`src/core/counter_trio_pkg.sv`:
```
package counter_trio_pkg;

  // ----------------------------------------------------------------------
  // Widths, clocking and mode codes
  // ----------------------------------------------------------------------
  localparam int unsigned count_width = 16;
  localparam int unsigned num_counters = 3;
  localparam int unsigned ref_clk_hz = 100_000_000;
  localparam int unsigned int_clk_hz = 2_000_000;
  // Half period of the internal 2 MHz tick, in reference clock cycles
  localparam int unsigned int_half_cycles = ref_clk_hz / (2 * int_clk_hz);
  localparam logic [15:0] reload_reset = 16'hffff;

  typedef enum logic [2:0] {
    mode_event,
    mode_level_gate,
    mode_edge_gate,
    mode_square,
    mode_pulse,
    mode_one_shot
  } cnt_mode_e;

  // Software control for one counter
  typedef struct packed {
    cnt_mode_e mode;
    logic [15:0] reload;
    logic load;
    logic latch;
    logic falling;
  } cnt_ctrl_s;

  // Pin side of one counter
  typedef struct packed {
    logic gate;
    logic clk;
  } cnt_pins_s;

endpackage : counter_trio_pkg

```
`src/core/down_counter.sv`:
```
module down_counter #(
  parameter int unsigned width = 16
) (
  input wire logic ref_clk,
  input wire logic srst,
  input wire logic ce,
  input wire logic tick,
  input wire logic gate,
  input wire counter_trio_pkg::cnt_ctrl_s ctrl,
  output logic [width-1:0] count_r,
  output logic [width-1:0] latched_r,
  output logic out_r
);

  initial begin
    if (width < 2 || width > 16) $error("down_counter width out of range");
  end

  logic gate_q_r;
  logic armed_r;
  logic running_r;
  logic gate_rise;
  logic [width-1:0] reload;

  assign reload = ctrl.reload[width-1:0];
  assign gate_rise = gate && !gate_q_r;

  // ----------------------------------------------------------------------
  // Gate sampling and arming, on the count clock edge only
  // ----------------------------------------------------------------------
  always_ff @(posedge ref_clk) begin
    if (srst) begin
      gate_q_r <= 1'b0;
      armed_r <= 1'b0;
    end else if (ce) begin
      if (tick) begin
        gate_q_r <= gate;
      end
      if (ctrl.load) begin
        armed_r <= 1'b0;
      end else if (tick && gate_rise) begin
        armed_r <= 1'b1;
      end
    end
  end

  always_comb begin
    case (ctrl.mode)
      counter_trio_pkg::mode_event: running_r = gate;
      counter_trio_pkg::mode_level_gate: running_r = gate;
      counter_trio_pkg::mode_edge_gate: running_r = armed_r || gate_rise;
      counter_trio_pkg::mode_one_shot: running_r = armed_r || gate_rise;
      default: running_r = gate;
    endcase
  end

  // ----------------------------------------------------------------------
  // Count register
  // ----------------------------------------------------------------------
  always_ff @(posedge ref_clk) begin
    if (srst) begin
      count_r <= '1;
    end else if (ce) begin
      if (ctrl.load) begin
        count_r <= reload;
      end else if (tick && running_r) begin
        // Periodic modes reload at the terminal count
        if ((ctrl.mode == counter_trio_pkg::mode_square ||
             ctrl.mode == counter_trio_pkg::mode_pulse) && count_r <= width'(1)) begin
          count_r <= reload;
        end else begin
          count_r <= count_r - width'(1);
        end
      end
    end
  end

  // Snapshot for software; the count never stops for it
  always_ff @(posedge ref_clk) begin
    if (srst) begin
      latched_r <= '0;
    end else if (ce && ctrl.latch) begin
      latched_r <= count_r;
    end
  end

  // ----------------------------------------------------------------------
  // Output waveform, changed only on the count clock edge or by a load
  // ----------------------------------------------------------------------
  always_ff @(posedge ref_clk) begin
    if (srst) begin
      out_r <= 1'b1;
    end else if (ce) begin
      if (ctrl.load) begin
        out_r <= 1'b1;
      end else if (tick) begin
        case (ctrl.mode)
          counter_trio_pkg::mode_square: begin
            if (running_r) out_r <= (count_r > (reload >> 1)) ? 1'b1 : 1'b0;
          end
          counter_trio_pkg::mode_pulse: begin
            if (running_r) out_r <= (count_r != width'(2));
          end
          counter_trio_pkg::mode_one_shot: begin
            // Low from trigger to terminal count, active low
            if (running_r && count_r > width'(1)) out_r <= 1'b0;
            else out_r <= 1'b1;
          end
          default: out_r <= (count_r == '0) ? 1'b1 : 1'b0;
        endcase
      end
    end
  end

  a_load_takes: assert property (@(posedge ref_clk) disable iff (srst)
    ce && ctrl.load |=> count_r == $past(reload)) else $error("load not taken");
  a_level_hold: assert property (@(posedge ref_clk) disable iff (srst)
    ce && !ctrl.load && ctrl.mode == counter_trio_pkg::mode_level_gate && !gate
    |=> count_r == $past(count_r)) else $error("counted with gate low");
  a_count_step: assert property (@(posedge ref_clk) disable iff (srst)
    ce && !ctrl.load && tick && gate && ctrl.mode == counter_trio_pkg::mode_event
    |=> count_r == $past(count_r) - width'(1)) else $error("count step wrong");
  a_no_tick_out: assert property (@(posedge ref_clk) disable iff (srst)
    ce && !tick && !ctrl.load |=> $stable(out_r)) else $error("out moved off edge");
  a_edge_arm: assert property (@(posedge ref_clk) disable iff (srst)
    ce && tick && gate_rise && !ctrl.load |=> armed_r) else $error("edge not armed");
  a_latch_val: assert property (@(posedge ref_clk) disable iff (srst)
    ce && ctrl.latch |=> latched_r == $past(count_r)) else $error("latch wrong");
  a_event_gate: assert property (@(posedge ref_clk) disable iff (srst)
    ce && !ctrl.load && ctrl.mode == counter_trio_pkg::mode_event && !gate
    |=> $stable(count_r)) else $error("event counted gated off");
  a_shot_idle: assert property (@(posedge ref_clk) disable iff (srst)
    ce && ctrl.load |=> out_r) else $error("output not idle after load");
  c_one_shot: cover property (@(posedge ref_clk)
    ctrl.mode == counter_trio_pkg::mode_one_shot && !out_r);
  c_square: cover property (@(posedge ref_clk)
    ctrl.mode == counter_trio_pkg::mode_square && $fell(out_r));
  c_wrap: cover property (@(posedge ref_clk) count_r == '0);

endmodule : down_counter

```
`src/core/general_purpose_counter_trio.sv`:
```
// How it works
// - Three independent counters, gate clock output each
// - First counter runs on internal 2 MHz
// - Second, third counters use external pins
// - Pulse and square modes drive output waveform
// - Event mode counts edges, software reads count
// - Gate enables or suspends event counting
// - Level gate: decrement only while gate high
// - Edge gate: start after gate rising edge
// - Count is loaded value minus counted periods
// - One-shot output pulse is active low
// - Gate sampled, output changed on count clock edge (rise, or fall if selected on second and third counters; first counter always rise) or load
module general_purpose_counter_trio #(
  parameter int unsigned width = counter_trio_pkg::count_width
) (
  input wire logic ref_clk,
  input wire logic srst,
  input wire logic ce,
  input wire logic first_counter_gate,
  input wire counter_trio_pkg::cnt_pins_s second_counter_pins,
  input wire counter_trio_pkg::cnt_pins_s third_counter_pins,
  input wire counter_trio_pkg::cnt_ctrl_s first_counter_ctrl,
  input wire counter_trio_pkg::cnt_ctrl_s second_counter_ctrl,
  input wire counter_trio_pkg::cnt_ctrl_s third_counter_ctrl,
  output logic [width-1:0] first_counter_value,
  output logic [width-1:0] second_counter_value,
  output logic [width-1:0] third_counter_value,
  output logic first_counter_out,
  output logic second_counter_out,
  output logic third_counter_out
);

  initial begin
    if (width != counter_trio_pkg::count_width) $error("width must be 16");
  end

  // ----------------------------------------------------------------------
  // Internal 2 MHz tick and pin clock edge detection
  // ----------------------------------------------------------------------
  logic [7:0] div_r;
  logic int_clk_r;
  logic int_tick;
  logic clk1_q_r;
  logic clk2_q_r;
  logic tick1;
  logic tick2;

  always_ff @(posedge ref_clk) begin
    if (srst) begin
      div_r <= 8'h00;
      int_clk_r <= 1'b0;
    end else if (ce) begin
      if (div_r == 8'(counter_trio_pkg::int_half_cycles - 1)) begin
        div_r <= 8'h00;
        int_clk_r <= !int_clk_r;
      end else begin
        div_r <= div_r + 8'h01;
      end
    end
  end

  assign int_tick = ce && !int_clk_r &&
                    div_r == 8'(counter_trio_pkg::int_half_cycles - 1);

  always_ff @(posedge ref_clk) begin
    if (srst) begin
      clk1_q_r <= 1'b1;
      clk2_q_r <= 1'b1;
    end else if (ce) begin
      clk1_q_r <= second_counter_pins.clk;
      clk2_q_r <= third_counter_pins.clk;
    end
  end

  // Falling edges counted on request, needed for frequency measurement
  function automatic logic edge_of(input logic now, input logic was, input logic fall);
    edge_of = fall ? (was && !now) : (now && !was);
  endfunction : edge_of

  assign tick1 = edge_of(second_counter_pins.clk, clk1_q_r, second_counter_ctrl.falling);
  assign tick2 = edge_of(third_counter_pins.clk, clk2_q_r, third_counter_ctrl.falling);

  // ----------------------------------------------------------------------
  // Three independent counters
  // ----------------------------------------------------------------------
  logic [width-1:0] lat0;
  logic [width-1:0] lat1;
  logic [width-1:0] lat2;

  down_counter #(.width(width)) u_first (
    .ref_clk(ref_clk), .srst(srst), .ce(ce), .tick(int_tick),
    .gate(first_counter_gate), .ctrl(first_counter_ctrl),
    .count_r(), .latched_r(lat0), .out_r(first_counter_out)
  );
  down_counter #(.width(width)) u_second (
    .ref_clk(ref_clk), .srst(srst), .ce(ce), .tick(tick1),
    .gate(second_counter_pins.gate), .ctrl(second_counter_ctrl),
    .count_r(), .latched_r(lat1), .out_r(second_counter_out)
  );
  down_counter #(.width(width)) u_third (
    .ref_clk(ref_clk), .srst(srst), .ce(ce), .tick(tick2),
    .gate(third_counter_pins.gate), .ctrl(third_counter_ctrl),
    .count_r(), .latched_r(lat2), .out_r(third_counter_out)
  );

  assign first_counter_value = lat0;
  assign second_counter_value = lat1;
  assign third_counter_value = lat2;

  a_tick_period: assert property (@(posedge ref_clk) disable iff (srst || !ce)
    int_tick |=> !int_tick [*8]) else $error("internal tick too fast");
  c_ext_tick: cover property (@(posedge ref_clk) tick1 && tick2);
  c_int_tick: cover property (@(posedge ref_clk) int_tick);

endmodule : general_purpose_counter_trio

```
`config.mk`:
```
export PLATFORM = sky130hd
export DESIGN_NAME = general_purpose_counter_trio
export DESIGN_NICKNAME = d
export VERILOG_FILES = /design/src/core/counter_trio_pkg.sv /design/src/core/down_counter.sv /design/src/core/general_purpose_counter_trio.sv
export SDC_FILE = /design/constraint.sdc
export NUM_CORES = 1
export LEC_CHECK = 0
export ABC_AREA = 1
export CORE_MARGIN = 2
export CORE_UTILIZATION = 47
export CTS_BUF_LIST = sky130_fd_sc_hd__clkbuf_8
export DETAILED_ROUTE_END_ITERATION = 12
export DONT_BUFFER_PORTS = 1
export SYNTH_ARGS = -nofsm -noshare
export SYNTH_HDL_FRONTEND = slang
export SYNTH_HIERARCHICAL = 1
export SYNTH_SLANG_ARGS = --single-unit
export TNS_END_PERCENT = 5
```
`constraint.sdc`:
```
create_clock -name ref_clk -period 1.7 [get_ports ref_clk]
set_clock_uncertainty 0.05 [all_clocks]
set_input_delay 0.17 -clock ref_clk [delete_from_list [all_inputs] [get_ports ref_clk]]
set_output_delay 0.17 -clock ref_clk [all_outputs]
set_load 0.05 [all_outputs]
```
==> out/metrics.cfg <==
[yosys]
syn-cell-area_um2 = 8170
synth_warnings = 6
ys_ff_latch = 116
yosysUniqueCellTypes = 32
synth_edf_count = 0
synth_cells = 1198
synth_ff_type = dfxtp_1
ys_seq_area_frac = 0.284
synth_nets = 1328
async_flop_share = 0
synth.avg_cell_area_um2 = 6.82

[layout]
n_antenna_cell = 0
drive_gt1_frac = 0.246
nNetsFinal = 1497
fill_cells = 1617
final_common_cell = nand2_1
areaGrowthSynthToFinish_pct = 27.5
layout_common_cells = nand2_1 (272), inv_1 (171), dfxtp_1 (103)
final_cell_area_um2 = 10400
final_util = 0.609
fin_cells = 1605

[worst_setup_path]
cp.required_ps = 1980
critPathMaxFanout = 3
crit_path_max_incr_delay_ps = 610
critPathLaunchType = register
path_class = register to register
end_kind = register
worstPathArrival_ps = 1990
crit_family = buffers and inverters
rrSetupSlack_ps = -3
crit_chain = buf_4 > nand2_4 > dlygate4sd3_1 > nor3_2 > nand3_1 > nand2_1 > nor2_2
crit_slowest_cell = dlygate4sd3_1
worst-path-buf-inv = 2

[timing]
grt_setup_unrepaired = yes
min_period_ps = 1700
post-route-period-util = 1.00
tightest_slew_ps = 541
whs_ps = -6.26
max_freq_ghz = 0.587
slew_viol_final = 0
setup_ws_ps = -3.31
hold_violations = 1
finalSetupViolCount = 1
relSlewSlack = 0.639

[die]
die_y_um = 136
dieWidth_um = 136
core_um2 = 17100
die_area_um2 = 18500
io_pins = 125
rows = 48
start_util = 0.477

[power]
ir_drop_mv = 0.620
power_leakage_nw = 5.10
power.density_nw_per_um2 = 771

[grt]
grt_pass1_wl_um = 35400
grt_use_total = 0.241
grt_max_degree = 36
grt_pass1_vias = 7455
gr-total-overflow = 0
antenna_found_initial = 0

[outcome]
status = finished with violations
violations = hold timing, setup timing

[placed_design]
gp_congestion = 0.861
place_area_um2 = 9010
hpwl_um = 15700
port_buffers = 0
place_inst = 1495

[clocking]
cts_made_buffers = 17
clk_latency_ps = 450
clock-root-buffer = clkbuf_8
cts_tree = built
h-tree-depth = 4
path_clk_slew_ps = 70
cts_buffer_depth = 2
cts_sinks = 116

[hold_path]
min_path_type = input port to register

[drt]
wirelength_um = 22200
wire_per_inst_um = 13.8
dr.pass1.iters = 5
vias = 7921
drt_iter0_drc = 391
vias_per_cell = 4.94
drc = 0
drtAntennaViolNets = 0

[flow_run]
drv_cap = 0

## cell type report
type | instances | area, um2 | area share
Multi-Input combinational cell | 861 | 5000 | 0.480
Sequential cell | 116 | 2340 | 0.225
Timing Repair Buffer | 181 | 1660 | 0.160
Inverter | 190 | 718 | 0.0689
Tap cell | 225 | 282 | 0.0270
Clock buffer | 18 | 248 | 0.0238
Clock inverter | 14 | 169 | 0.0162
## sequential cells by signal, summed over array words and instances, names as in the netlist, 8 cells and up
register and cells:
u_second/latched_r 16, u_first/latched_r 16, div_r 8, u_first/count_r 16
u_third/latched_r 16, u_third/count_r 16, u_second/count_r 16
## worst register-to-register path, delay by kind of cell, from the launching register on
family                 cells  cell delay (ps)
buffers and inverters      2              730
flip-flops                 1              330
AND/OR/NAND/NOR            5              480
## power breakdown
group          leakage (nW)  internal [W]  total [W]  switching, W
registers             0.957       0.00293    0.00319      0.000259
clock network         0.226       0.00160    0.00279       0.00119
logic                  3.92      0.000828    0.00206       0.00123
total                  5.10       0.00536    0.00803       0.00268
## layer usage
metal  vias up  global-route usage  part of all wire
met4         0              0.0747             0.020
met1      3574               0.298              0.44
met3        30              0.0537             0.050
met2       165               0.417              0.49
li1       4152                   -                 -
met5         -                   0                 0
## what timing repair did
item,in CTS,in global routing
cloned,0,2
endpoints found under the setup margin,3,61
buffers inserted,0,6
pin swaps,0,10
hold buffers,70,0
resized for setup,1,68
endpoints found under the hold margin,76,0
## worst paths after layout
kind,start,endpoint,cells after the start
worst max-delay path,div_r[0]$_SDFFE_PP0P_,div_r[7]$_SDFFE_PP0P_,7
worst max register to register,div_r[0]$_SDFFE_PP0P_,div_r[7]$_SDFFE_PP0P_,7
worst min-delay path,ce,u_third/gate_q_r$_SDFFE_PP0P_,3
worst min register to register,u_third/gate_q_r$_SDFFE_PP0P_,u_third/gate_q_r$_SDFFE_PP0P_,2
## cells by family (layout without fill, tap and decap cells)
family / count (synthesis) / after routing / synth area share
fa+ha+maj: 56 / 56 / 0.0858
xor+xnor: 25 / 25 / 0.0268
simple gates: 542 / 542 / 0.298
flops: 116 / 116 / 0.284
buf+inv: 221 / 403 / 0.123
compound gates: 238 / 238 / 0.182
## Yosys cell counts (4+ instances only)
cell type  count  area, um2
a21oi_1       74        370
a21oi_2       30        263
buf_12         6        120
buf_4          6       45.0
buf_6          7       78.8
clkbuf_1      12       45.0
dfxtp_1      116       2320
ha_1          56        701
inv_1        175        657
inv_2         12       45.0
nand2_1      281       1050
nand2_2       16        100
nand2_4        4       45.0
nand3_1       66        330
nand3_2       18        180
nor2_1       107        402
nor2_2        28        175
nor3_1         9       45.0
o211ai_1       5       37.5
o21ai_0       87        435
o21ai_2       30        263
xor2_1        25        219
## metrics by stage
step / total power [W] / setup TNS (ps) / worst slack [ps]
6_report: 0.00803 / -3.31 / -3.31
4_1_cts: 0.00802 / 0 / 18.7
2_1_floorplan: 0.00458 / 0 / 36.4
3_5_place_dp: 0.00507 / -14.3 / -13.4
5_1_grt: 0.00848 / -718 / -72.5
3_3_place_gp: 0.00504 / -18.3 / -18.3
(Power assumes the default switching activity.)
